### src/pkg/dmaseq_regs.vh
// constants of the dma cycle sequencer
`ifndef DMASEQ_REGS_VH
`define DMASEQ_REGS_VH
`define DMASEQ_ST_IDLE 4'h0
`define DMASEQ_ST_PROG 4'h1
`define DMASEQ_ST_HOLD 4'h2
`define DMASEQ_ST_S1 4'h3
`define DMASEQ_ST_S2 4'h4
`define DMASEQ_ST_S3 4'h5
`define DMASEQ_ST_S4 4'h6
`define DMASEQ_ST_WAIT 4'h7
`define DMASEQ_ST_S11 4'h8
`define DMASEQ_ST_S12 4'h9
`define DMASEQ_ST_S13 4'hA
`define DMASEQ_ST_S14 4'hB
`define DMASEQ_ST_S21 4'hC
`define DMASEQ_ST_S22 4'hD
`define DMASEQ_ST_S23 4'hE
`define DMASEQ_ST_S24 4'hF
`define DMASEQ_XFER_VERIFY 2'h0
`define DMASEQ_XFER_WRITE 2'h1
`define DMASEQ_XFER_READ 2'h2
`define DMASEQ_COUNT_WRAP 16'hFFFF
`define DMASEQ_COUNT_ZERO 16'h0000
`define DMASEQ_ADDR_STEP 16'h0001
`endif

### src/hw/dmaseq_sync2.v
// two flip-flop synchroniser for a group of pin inputs
`timescale 1ns/1ps
`default_nettype none
module dmaseq_sync2 #(
  parameter WIDTH = 1,
  parameter [WIDTH-1:0] INIT = {WIDTH{1'b0}}
) (
  input wire clk_sys,
  input wire nrst,
  input wire [WIDTH-1:0] asyncIn,
  output wire [WIDTH-1:0] syncOut
);
  reg [WIDTH-1:0] meta_reg;
  reg [WIDTH-1:0] sync_reg;
  always @(posedge clk_sys or negedge nrst) begin
    if (!nrst) begin
      meta_reg <= INIT;
      sync_reg <= INIT;
    end else begin
      meta_reg <= asyncIn;
      sync_reg <= meta_reg;
    end
  end
  assign syncOut = sync_reg;
endmodule
`default_nettype wire

### src/hw/dmaseq_counter.v
// per-channel current address and word count
`timescale 1ns/1ps
`default_nettype none
`include "dmaseq_regs.vh"
module dmaseq_counter (
  input wire clk_sys,
  input wire nrst,
  input wire load,
  input wire [15:0] loadAddr,
  input wire [15:0] loadCount,
  input wire step,
  input wire holdAddr,
  input wire addrDown,
  output wire [15:0] curAddr,
  output wire [15:0] curCount,
  output wire countWraps
);
  reg [15:0] addr_reg;
  reg [15:0] count_reg;
  assign curAddr = addr_reg;
  assign curCount = count_reg;
  assign countWraps = (count_reg == `DMASEQ_COUNT_ZERO);
  always @(posedge clk_sys or negedge nrst) begin
    if (!nrst) begin
      addr_reg <= 16'h0000;
      count_reg <= 16'h0000;
    end else if (load) begin
      addr_reg <= loadAddr;
      count_reg <= loadCount;
    end else if (step) begin
      count_reg <= count_reg - `DMASEQ_ADDR_STEP;
      if (!holdAddr) begin
        if (addrDown) begin
          addr_reg <= addr_reg - `DMASEQ_ADDR_STEP;
        end else begin
          addr_reg <= addr_reg + `DMASEQ_ADDR_STEP;
        end
      end
    end
  end
endmodule
`default_nettype wire

### src/hw/dma_cycle_sequencer.v
// bus-cycle sequencer and external signalling of a four-channel dma engine
// Behaviour
// - pulse process end low when active word count wraps from zero to ones.
// - external low on process end terminates transfer like final count.
// - on any process end, stop transfer and clear channel pending request.
// - cascade channels get no process end termination.
// - low nibble is register select when idle, address 0-3 when active.
// - mid nibble drives address 4-7 only in active cycles.
// - repeat hold wait state while grant low; it occurs at least twice.
// - per-channel acknowledge, active low at reset, polarity programmable.
// - no acknowledge during memory-to-memory transfers.
// - address out valid high while bus outputs are valid.
// - pulse upper address strobe to latch upper address byte.
// - memory read and write strobes per transfer type, undriven when idle.
// - each state begins on a rising edge and lasts one clock.
// - idle cycle samples requests and chip select every clock.
// - idle, grant low, chip select low enters programming state.
// - valid unmasked or software request raises hold request, starts active.
// - four states for io-memory, four read plus four write for mem-mem.
// - ready low inserts wait states.
// - final state decrements count, steps address up or down.
// - reset enters idle cycle.
`timescale 1ns/1ps
`default_nettype none
`include "dmaseq_regs.vh"
module dma_cycle_sequencer #(
  parameter NCH = 4
) (
  input wire clk_sys,
  input wire nrst,
  input wire [NCH-1:0] channel_request,
  input wire [NCH-1:0] softRequest,
  input wire [NCH-1:0] channelMask,
  input wire [NCH-1:0] cascadeMode,
  input wire [NCH-1:0] addrDown,
  input wire [2*NCH-1:0] xferType,
  input wire [NCH-1:0] channelLoad,
  input wire [16*NCH-1:0] loadAddr,
  input wire [16*NCH-1:0] loadCount,
  input wire requestActiveLow,
  input wire ackActiveHigh,
  input wire memToMem,
  input wire holdSrcAddr,
  input wire chipSelectN,
  input wire bus_hold_grant,
  input wire ready,
  input wire process_end_n_in,
  output reg process_end_n_out,
  output reg process_end_n_oe,
  output reg bus_hold_request,
  output reg [NCH-1:0] channel_acknowledge,
  output reg address_out_valid,
  output reg upper_address_strobe,
  input wire [3:0] low_address_nibble_in,
  output reg [3:0] low_address_nibble_out,
  output reg low_address_nibble_oe,
  output reg [3:0] mid_address_nibble_out,
  output reg mid_address_nibble_oe,
  output reg [7:0] dataOut,
  output reg dataOe,
  output reg mem_read_n,
  output reg mem_write_n,
  output reg memStrobeOe,
  output reg io_read_n_out,
  output reg io_write_n_out,
  output reg ioStrobeOe,
  output reg [3:0] regSelect,
  output reg programming,
  output reg [NCH-1:0] requestPending,
  output reg final_count_reached,
  output reg wait_state
);
  ////////////////////////////////////////////////////////////////////////////
  // pin synchronisers
  wire [NCH-1:0] reqSync;
  wire grantSync;
  wire csSyncN;
  wire readySync;
  wire eopSyncN;
  // reset levels: grant low, select, ready and process end high
  dmaseq_sync2 #(.WIDTH(NCH+4), .INIT({{NCH{1'b0}}, 4'h7})) uSync (
    .clk_sys(clk_sys),
    .nrst(nrst),
    .asyncIn({channel_request, bus_hold_grant, chipSelectN, ready,
      process_end_n_in}),
    .syncOut({reqSync, grantSync, csSyncN, readySync, eopSyncN})
  );
  wire [NCH-1:0] hwReq = requestActiveLow ? ~reqSync : reqSync;
  ////////////////////////////////////////////////////////////////////////////
  // per-channel counters
  reg [NCH-1:0] step;
  wire [16*NCH-1:0] curAddr;
  wire [NCH-1:0] wraps;
  genvar g;
  generate
    for (g = 0; g < NCH; g = g + 1) begin : gCh
      dmaseq_counter uCnt (
        .clk_sys(clk_sys),
        .nrst(nrst),
        .load(channelLoad[g]),
        .loadAddr(loadAddr[16*g+15:16*g]),
        .loadCount(loadCount[16*g+15:16*g]),
        .step(step[g]),
        .holdAddr(holdSrcAddr && memToMem && (g == 0)),
        .addrDown(addrDown[g]),
        .curAddr(curAddr[16*g+15:16*g]),
        .curCount(),
        .countWraps(wraps[g])
      );
    end
  endgenerate
  ////////////////////////////////////////////////////////////////////////////
  // state and channel selection
  reg [3:0] state_reg;
  reg [3:0] state_next;
  reg [1:0] chan_reg;
  reg [1:0] chan_next;
  reg [NCH-1:0] swPend_reg;
  wire [NCH-1:0] valid = (hwReq & ~channelMask) | swPend_reg | softRequest;
  reg [1:0] pick;
  integer i;
  always @* begin
    pick = 2'h0;
    for (i = NCH - 1; i >= 0; i = i - 1) begin
      if (valid[i]) begin
        pick = i[1:0];
      end
    end
  end
  wire [1:0] xt = xferType[2*chan_reg+:2];
  wire isVerify = (xt == `DMASEQ_XFER_VERIFY);
  wire useReady = !isVerify || memToMem;
  // cascade channels ignore an external process end
  wire extEnd = !eopSyncN && !cascadeMode[chan_reg];
  wire cntWrap = memToMem ? wraps[1] : wraps[chan_reg];
  wire inActive = (state_reg >= `DMASEQ_ST_S1);
  reg [3:0] waitRet_reg;
  // outputs mostly registered on the edge that closes each state; hold request, programming and wait on the edge that opens it
  always @* begin
    state_next = state_reg;
    chan_next = chan_reg;
    case (state_reg)
      `DMASEQ_ST_IDLE, `DMASEQ_ST_PROG: begin
        // a grant left over from the last cycle must drop first, or the
        // hold wait state would be skipped
        if (|valid && !grantSync) begin
          state_next = `DMASEQ_ST_HOLD;
          chan_next = memToMem ? 2'h0 : pick;
        end else if (!grantSync && !csSyncN) begin
          state_next = `DMASEQ_ST_PROG;
        end else begin
          state_next = `DMASEQ_ST_IDLE;
        end
      end
      `DMASEQ_ST_HOLD: begin
        if (grantSync) begin
          state_next = memToMem ? `DMASEQ_ST_S11 : `DMASEQ_ST_S1;
        end
      end
      `DMASEQ_ST_S1: state_next = `DMASEQ_ST_S2;
      `DMASEQ_ST_S2: state_next = `DMASEQ_ST_S3;
      `DMASEQ_ST_S3: state_next = `DMASEQ_ST_S4;
      `DMASEQ_ST_S11: state_next = `DMASEQ_ST_S12;
      `DMASEQ_ST_S12: state_next = `DMASEQ_ST_S13;
      `DMASEQ_ST_S13: state_next = `DMASEQ_ST_S14;
      `DMASEQ_ST_S14: state_next = `DMASEQ_ST_S21;
      `DMASEQ_ST_S21: state_next = `DMASEQ_ST_S22;
      `DMASEQ_ST_S22: state_next = `DMASEQ_ST_S23;
      `DMASEQ_ST_S23: state_next = `DMASEQ_ST_S24;
      `DMASEQ_ST_WAIT: begin
        // resume at the state after the one that was stretched
        if (readySync) begin
          state_next = waitRet_reg + 4'h1;
        end
      end
      default: state_next = `DMASEQ_ST_IDLE;
    endcase
    if ((state_reg == `DMASEQ_ST_S3 || state_reg == `DMASEQ_ST_S13 ||
        state_reg == `DMASEQ_ST_S23) && useReady && !readySync) begin
      state_next = `DMASEQ_ST_WAIT;
    end
    if (state_reg == `DMASEQ_ST_S4 || state_reg == `DMASEQ_ST_S24 ||
        (inActive && extEnd)) begin
      state_next = `DMASEQ_ST_IDLE;
    end
  end
  wire lastState = (state_reg == `DMASEQ_ST_S4) ||
    (state_reg == `DMASEQ_ST_S24);
  wire endNow = inActive && (extEnd || (lastState && cntWrap));
  always @* begin
    step = {NCH{1'b0}};
    if (state_reg == `DMASEQ_ST_S4) begin
      step[chan_reg] = 1'b1;
    end else if (state_reg == `DMASEQ_ST_S24) begin
      step[0] = 1'b1;
      step[1] = 1'b1;
    end
  end
  ////////////////////////////////////////////////////////////////////////////
  // sequencing registers
  always @(posedge clk_sys or negedge nrst) begin
    if (!nrst) begin
      state_reg <= `DMASEQ_ST_IDLE;
      chan_reg <= 2'h0;
      swPend_reg <= {NCH{1'b0}};
      waitRet_reg <= `DMASEQ_ST_S3;
    end else begin
      state_reg <= state_next;
      chan_reg <= chan_next;
      if (state_next == `DMASEQ_ST_WAIT && state_reg != `DMASEQ_ST_WAIT) begin
        waitRet_reg <= state_reg;
      end
      // set wins over the clear from process end
      swPend_reg <= (swPend_reg & ~(endNow ? (4'h1 << chan_reg) : 4'h0)) |
        softRequest;
    end
  end
  ////////////////////////////////////////////////////////////////////////////
  // pin outputs
  // memory-to-memory wait states belong to the phase they stretch, so the
  // strobe and the address of that phase stay in place
  wire readPhase = (state_reg >= `DMASEQ_ST_S11 &&
    state_reg <= `DMASEQ_ST_S14) || (state_reg == `DMASEQ_ST_WAIT &&
    waitRet_reg == `DMASEQ_ST_S13);
  wire writePhase = (state_reg >= `DMASEQ_ST_S21) ||
    (state_reg == `DMASEQ_ST_WAIT && waitRet_reg == `DMASEQ_ST_S23);
  wire [15:0] addrSel = writePhase ? curAddr[31:16] :
    curAddr[16*chan_reg+:16];
  wire ioStrobeState = (state_reg == `DMASEQ_ST_S2) ||
    (state_reg == `DMASEQ_ST_S3) || (state_reg == `DMASEQ_ST_WAIT &&
    !memToMem);
  wire wrStrobeState = (state_reg == `DMASEQ_ST_S3) ||
    (state_reg == `DMASEQ_ST_WAIT && !memToMem);
  wire [NCH-1:0] ackOn = (inActive && !memToMem) ?
    (4'h1 << chan_reg) : 4'h0;
  always @(posedge clk_sys or negedge nrst) begin
    if (!nrst) begin
      process_end_n_out <= 1'b1;
      process_end_n_oe <= 1'b0;
      bus_hold_request <= 1'b0;
      channel_acknowledge <= {NCH{1'b1}};
      address_out_valid <= 1'b0;
      upper_address_strobe <= 1'b0;
      low_address_nibble_out <= 4'h0;
      low_address_nibble_oe <= 1'b0;
      mid_address_nibble_out <= 4'h0;
      mid_address_nibble_oe <= 1'b0;
      dataOut <= 8'h00;
      dataOe <= 1'b0;
      mem_read_n <= 1'b1;
      mem_write_n <= 1'b1;
      memStrobeOe <= 1'b0;
      io_read_n_out <= 1'b1;
      io_write_n_out <= 1'b1;
      ioStrobeOe <= 1'b0;
      regSelect <= 4'h0;
      programming <= 1'b0;
      requestPending <= {NCH{1'b0}};
      final_count_reached <= 1'b0;
      wait_state <= 1'b0;
    end else begin
      process_end_n_out <= 1'b0;
      process_end_n_oe <= lastState && cntWrap &&
        !cascadeMode[chan_reg];
      final_count_reached <= endNow;
      // hold request falls as the cycle returns to idle
      bus_hold_request <= (state_next != `DMASEQ_ST_IDLE) &&
        (state_next != `DMASEQ_ST_PROG);
      channel_acknowledge <= ackActiveHigh ? ackOn : ~ackOn;
      address_out_valid <= inActive;
      // strobe with the upper byte on the data pins, inside the valid window
      upper_address_strobe <= (state_reg == `DMASEQ_ST_S1) ||
        (state_reg == `DMASEQ_ST_S11) || (state_reg == `DMASEQ_ST_S21);
      low_address_nibble_out <= addrSel[3:0];
      low_address_nibble_oe <= inActive;
      mid_address_nibble_out <= addrSel[7:4];
      mid_address_nibble_oe <= inActive;
      dataOut <= addrSel[15:8];
      dataOe <= (state_reg == `DMASEQ_ST_S1) || (state_reg == `DMASEQ_ST_S11)
        || (state_reg == `DMASEQ_ST_S21);
      mem_read_n <= !((!memToMem && xt == `DMASEQ_XFER_READ &&
        ioStrobeState) || (readPhase && state_reg != `DMASEQ_ST_S11 &&
        state_reg != `DMASEQ_ST_S14));
      mem_write_n <= !((!memToMem && xt == `DMASEQ_XFER_WRITE &&
        wrStrobeState) || (writePhase && state_reg != `DMASEQ_ST_S21 &&
        state_reg != `DMASEQ_ST_S24));
      memStrobeOe <= inActive;
      io_read_n_out <= !(!memToMem && xt == `DMASEQ_XFER_WRITE &&
        ioStrobeState);
      io_write_n_out <= !(!memToMem && xt == `DMASEQ_XFER_READ &&
        wrStrobeState);
      ioStrobeOe <= inActive && !memToMem;
      regSelect <= low_address_nibble_in;
      programming <= (state_next == `DMASEQ_ST_PROG);
      requestPending <= valid & ~((endNow ? (4'h1 << chan_reg) : 4'h0) &
        ~softRequest);
      wait_state <= (state_next == `DMASEQ_ST_WAIT);
    end
  end
endmodule
`default_nettype wire

### config.mk
export PLATFORM = sky130hd
export DESIGN_NAME = dma_cycle_sequencer
export DESIGN_NICKNAME = d
export VERILOG_FILES = /design/src/hw/dmaseq_sync2.v /design/src/hw/dmaseq_counter.v /design/src/hw/dma_cycle_sequencer.v
export VERILOG_INCLUDE_DIRS = /design/src /design/src/pkg
export SDC_FILE = /design/constraint.sdc
export NUM_CORES = 1
export LEC_CHECK = 0
export BUFFER_PORTS_ARGS = -buffer_cell sky130_fd_sc_hd__buf_2
export CAP_MARGIN = 10
export CORE_AREA = 4 4 177 196
export CTS_BUF_LIST = sky130_fd_sc_hd__clkbuf_8
export DETAILED_ROUTE_END_ITERATION = 10
export DIE_AREA = 0 0 181 200
export PLACE_DENSITY = 0.62
export SLEW_MARGIN = 20
export SYNTH_ARGS = -nofsm -noshare
export SYNTH_HDL_FRONTEND = slang
export SYNTH_SLANG_ARGS = --single-unit
### constraint.sdc
create_clock -name clk_sys -period 3.2 [get_ports clk_sys]
set_clock_uncertainty 0.15 [all_clocks]
set_input_delay 0.48 -clock clk_sys [delete_from_list [all_inputs] [get_ports clk_sys]]
set_output_delay 0.48 -clock clk_sys [all_outputs]
set_load 0.005 [all_outputs]
==> impl_metrics.ini <==
[clock_network]
postCtsSetupBuffers = 0
h-tree-depth = 4
cts_sinks = 199
numCtsBuffers = 17
cts-root-buf = clkbuf_8
cts_max_path_buffers = 2
clkTransAtPathRegs_ns = 0.12
cts_tree = built
worstSkewPairLatency_ns = 0.51

[yosys]
synth.most_common_cell = dfrtp_1
synth.top_cell.area_share_pct = 36.2
synth_cells = 1407
synth_commonest_cells = dfrtp_1 (182), nand2_1 (163), o21ai_0 (163)
yosysTopAreaCell = dfrtp_1
synth_area_leaders = dfrtp_1 (36%), ha_1 (6.6%), o21ai_0 (6.5%), xnor2_1 (5.2%), nand2_1 (4.9%)
async_flop_share_pct = 100
syn_nets = 1651
syn-mean-instance-area_um2 = 8.94
syn-cell-area_um2 = 12600
ys.flop_type = dfrtp_1
synth_edf_count = 0
ys_seq_area_share_pct = 39.8
ys_types = 81
synth-warning-count = 0
ys_ff_latch = 199

[route]
drtIter0Drc = 658
drc = 0
routed_via_density = 5.32
vias = 11200
wire_per_inst_um = 17.0
drt-pass1-iter-count = 6
wirelength_um = 35800
ant_nets = 0

[critical_path]
crit_path_max_incr_delay_ns = 0.43
crit_family = simple AND/OR/NAND/NOR gates
cp.arrival_ns = 3.05
critPathRequiredTime_ns = 3.45
timing_worst_setup_path_type = flop to flop
cp.depth = 10
worstPathCellList = inv_1, ha_1, or3b_2, or4_1, o21ai_0, buf_4, a31oi_1, o21ai_2, nand3_1, a21o_1
crit_path_top_delay_cell = or3b_2
cp_max_fo = 5
endpoint_kind = flop
path_buf_inv = 2
start_kind = flop
ff2ff_path_depth = 10

[pwr]
ir_worst_vdd_uv = 349
internal-power_mw = 4.60
p_comb_share_pct = 34.6
p_sw_mw = 2.81
p_total_mw = 7.42
swShare_pct = 37.9
pwr-share-clk_pct = 21.0
powerDensity_nw_per_um2 = 494
sequentialPowerShare_pct = 44.4
p_leak_nw = 6.49

[grt]
grtUsageTotal_pct = 19.7
grt_pass1_vias = 10900
grt_max_degree = 70
antenna_found_initial = 5
grt_pass1_wl_um = 57400
gr-total-overflow = 0

[final_layout]
design_area_um2 = 15000
syn2layout_area_growth_pct = 19.4
utilization_pct = 45.7
drive_gt1_share_pct = 21.6
nets = 1897

[timing]
drv_slew = 0
finalHoldViolCount = 0
max_clock_freq_ghz = 0.356
finalSetupViolCount = 0
relSlewSlack_pct = 32.1
fin_ws_ns = 0.393
rsz0062_at_grt = no
finalCriticalPeriod_ns = 2.81
setup-tns-final_ns = 0
fin_crit_sh_pct = 87.7
worstMarginPinSlew_ns = 1.02

[floorplanning]
row_count = 70
coreArea_um2 = 32800
dieArea_um2 = 36200
io_pins = 219
die_w_um = 181
die_h_um = 200
initial_core_util_pct = 38.3

[placement]
dpl.hpwl_um = 27200
dp_slack_ns = 0.188
routabilityCongestion = 0.913
port_buffers = 218
dpl_cell_area_um2 = 14200

[job]
cap_viol_max_count = 0

[min_path]
holdCritPathClass = input pin to flop
hold_depth = 3

[run_status]
status = finished, final reports clean
==> final cells by class <==
cell class	count	area, um2
antenna	2	5.00
fill	3208	17800
sequential	199	5000
clock buffer	17	234
multi-input combinational	1092	7100
clock inverter	15	126
timing repair buffer	297	1830
inverter	46	173
tap	432	541
==> final timing paths <==
kind                                                      endpoint  slack (ns)                           startpoint
worst max-delay path                       swPend_reg[3]$_DFF_PN0_        0.39  gCh[0].uCnt.curCount[0]$_DFFE_PN0P_
worst min-delay path            gCh[3].uCnt.curAddr[4]$_DFFE_PN0P_        0.04                         loadAddr[52]
worst max register to register             swPend_reg[3]$_DFF_PN0_        0.39  gCh[0].uCnt.curCount[0]$_DFFE_PN0P_
worst min register to register          uSync.syncOut[5]$_DFF_PN0_        0.20          uSync.meta_reg[5]$_DFF_PN0_
max in group asynchronous               uSync.syncOut[1]$_DFF_PN1_        1.67                                 nrst
min in group asynchronous       gCh[0].uCnt.curAddr[6]$_DFFE_PN0P_        0.38                                 nrst
==> what timing repair did <==
action | in CTS | in global routing
hold buffers | 45 | 0
hold endpoints to repair | 102 | 0
gates resized for setup | 0 | 0
==> cells in the final DEF, fill, tap and decap left out, types with 32 or more instances in the layout <==
cell           synthesis  layout
a21oi_1              114     114
xor2_1                35      35
inv_1                 46      48
ha_1                  66      66
nor3_1                37      37
xnor2_1               75      75
dfrtp_1              182     181
nand2_1              163     163
o21ai_0              163     163
buf_4                  6      32
buf_2                  2     217
nor2_1                86      86
dlygate4sd3_1          0      45
==> power by group through the flow <==
stage          logic, mW  clock network (mW)  registers [mW]
2_1_floorplan       1.74                   0            3.18
3_3_place_gp        2.48                   0            3.33
3_5_place_dp        2.52                   0            3.34
4_1_cts             2.57                1.64            3.29
5_1_grt             2.89                1.72            3.34
6_report            2.57                1.56            3.29
==> kinds of logic (layout without fill, tap and decap cells) <==
kind of cell    Yosys count  in the layout  synth area share, %
xor+xnor                110            110                 7.66
simple gates            471            471                 19.5
compound gates          402            402                 18.5
buf+inv                 116            375                 3.79
flops                   199            199                 39.8
mux                      38             38                 3.56
fa+ha+maj                70             70                 7.20
other cells               1              3               0.0298
==> stage by stage <==
stage / hold WS [ns] / instances
after floorplan: 0.0344 / 1407
after global placement: 0.183 / 2021
after detailed placement: 0.186 / 2021
after CTS: 0.00102 / 2098
after global routing: 0.00210 / 2099
final: 0.0415 / 2100
==> layer usage <==
layer  GRT usage (%)  wire (um)  share of wire [%]
met5               0         27              0.075
met4            5.62        801                2.2
met3            4.31       1920                5.4
met2            32.9      17100                 48
met1            26.1      15900                 45
==> worst min-delay path, stage by stage <==
cell and delay (ns):
buf_2 0.08, nand2_1 0.05, o21ai_0 0.06
Power figures use the tool's default switching activity.
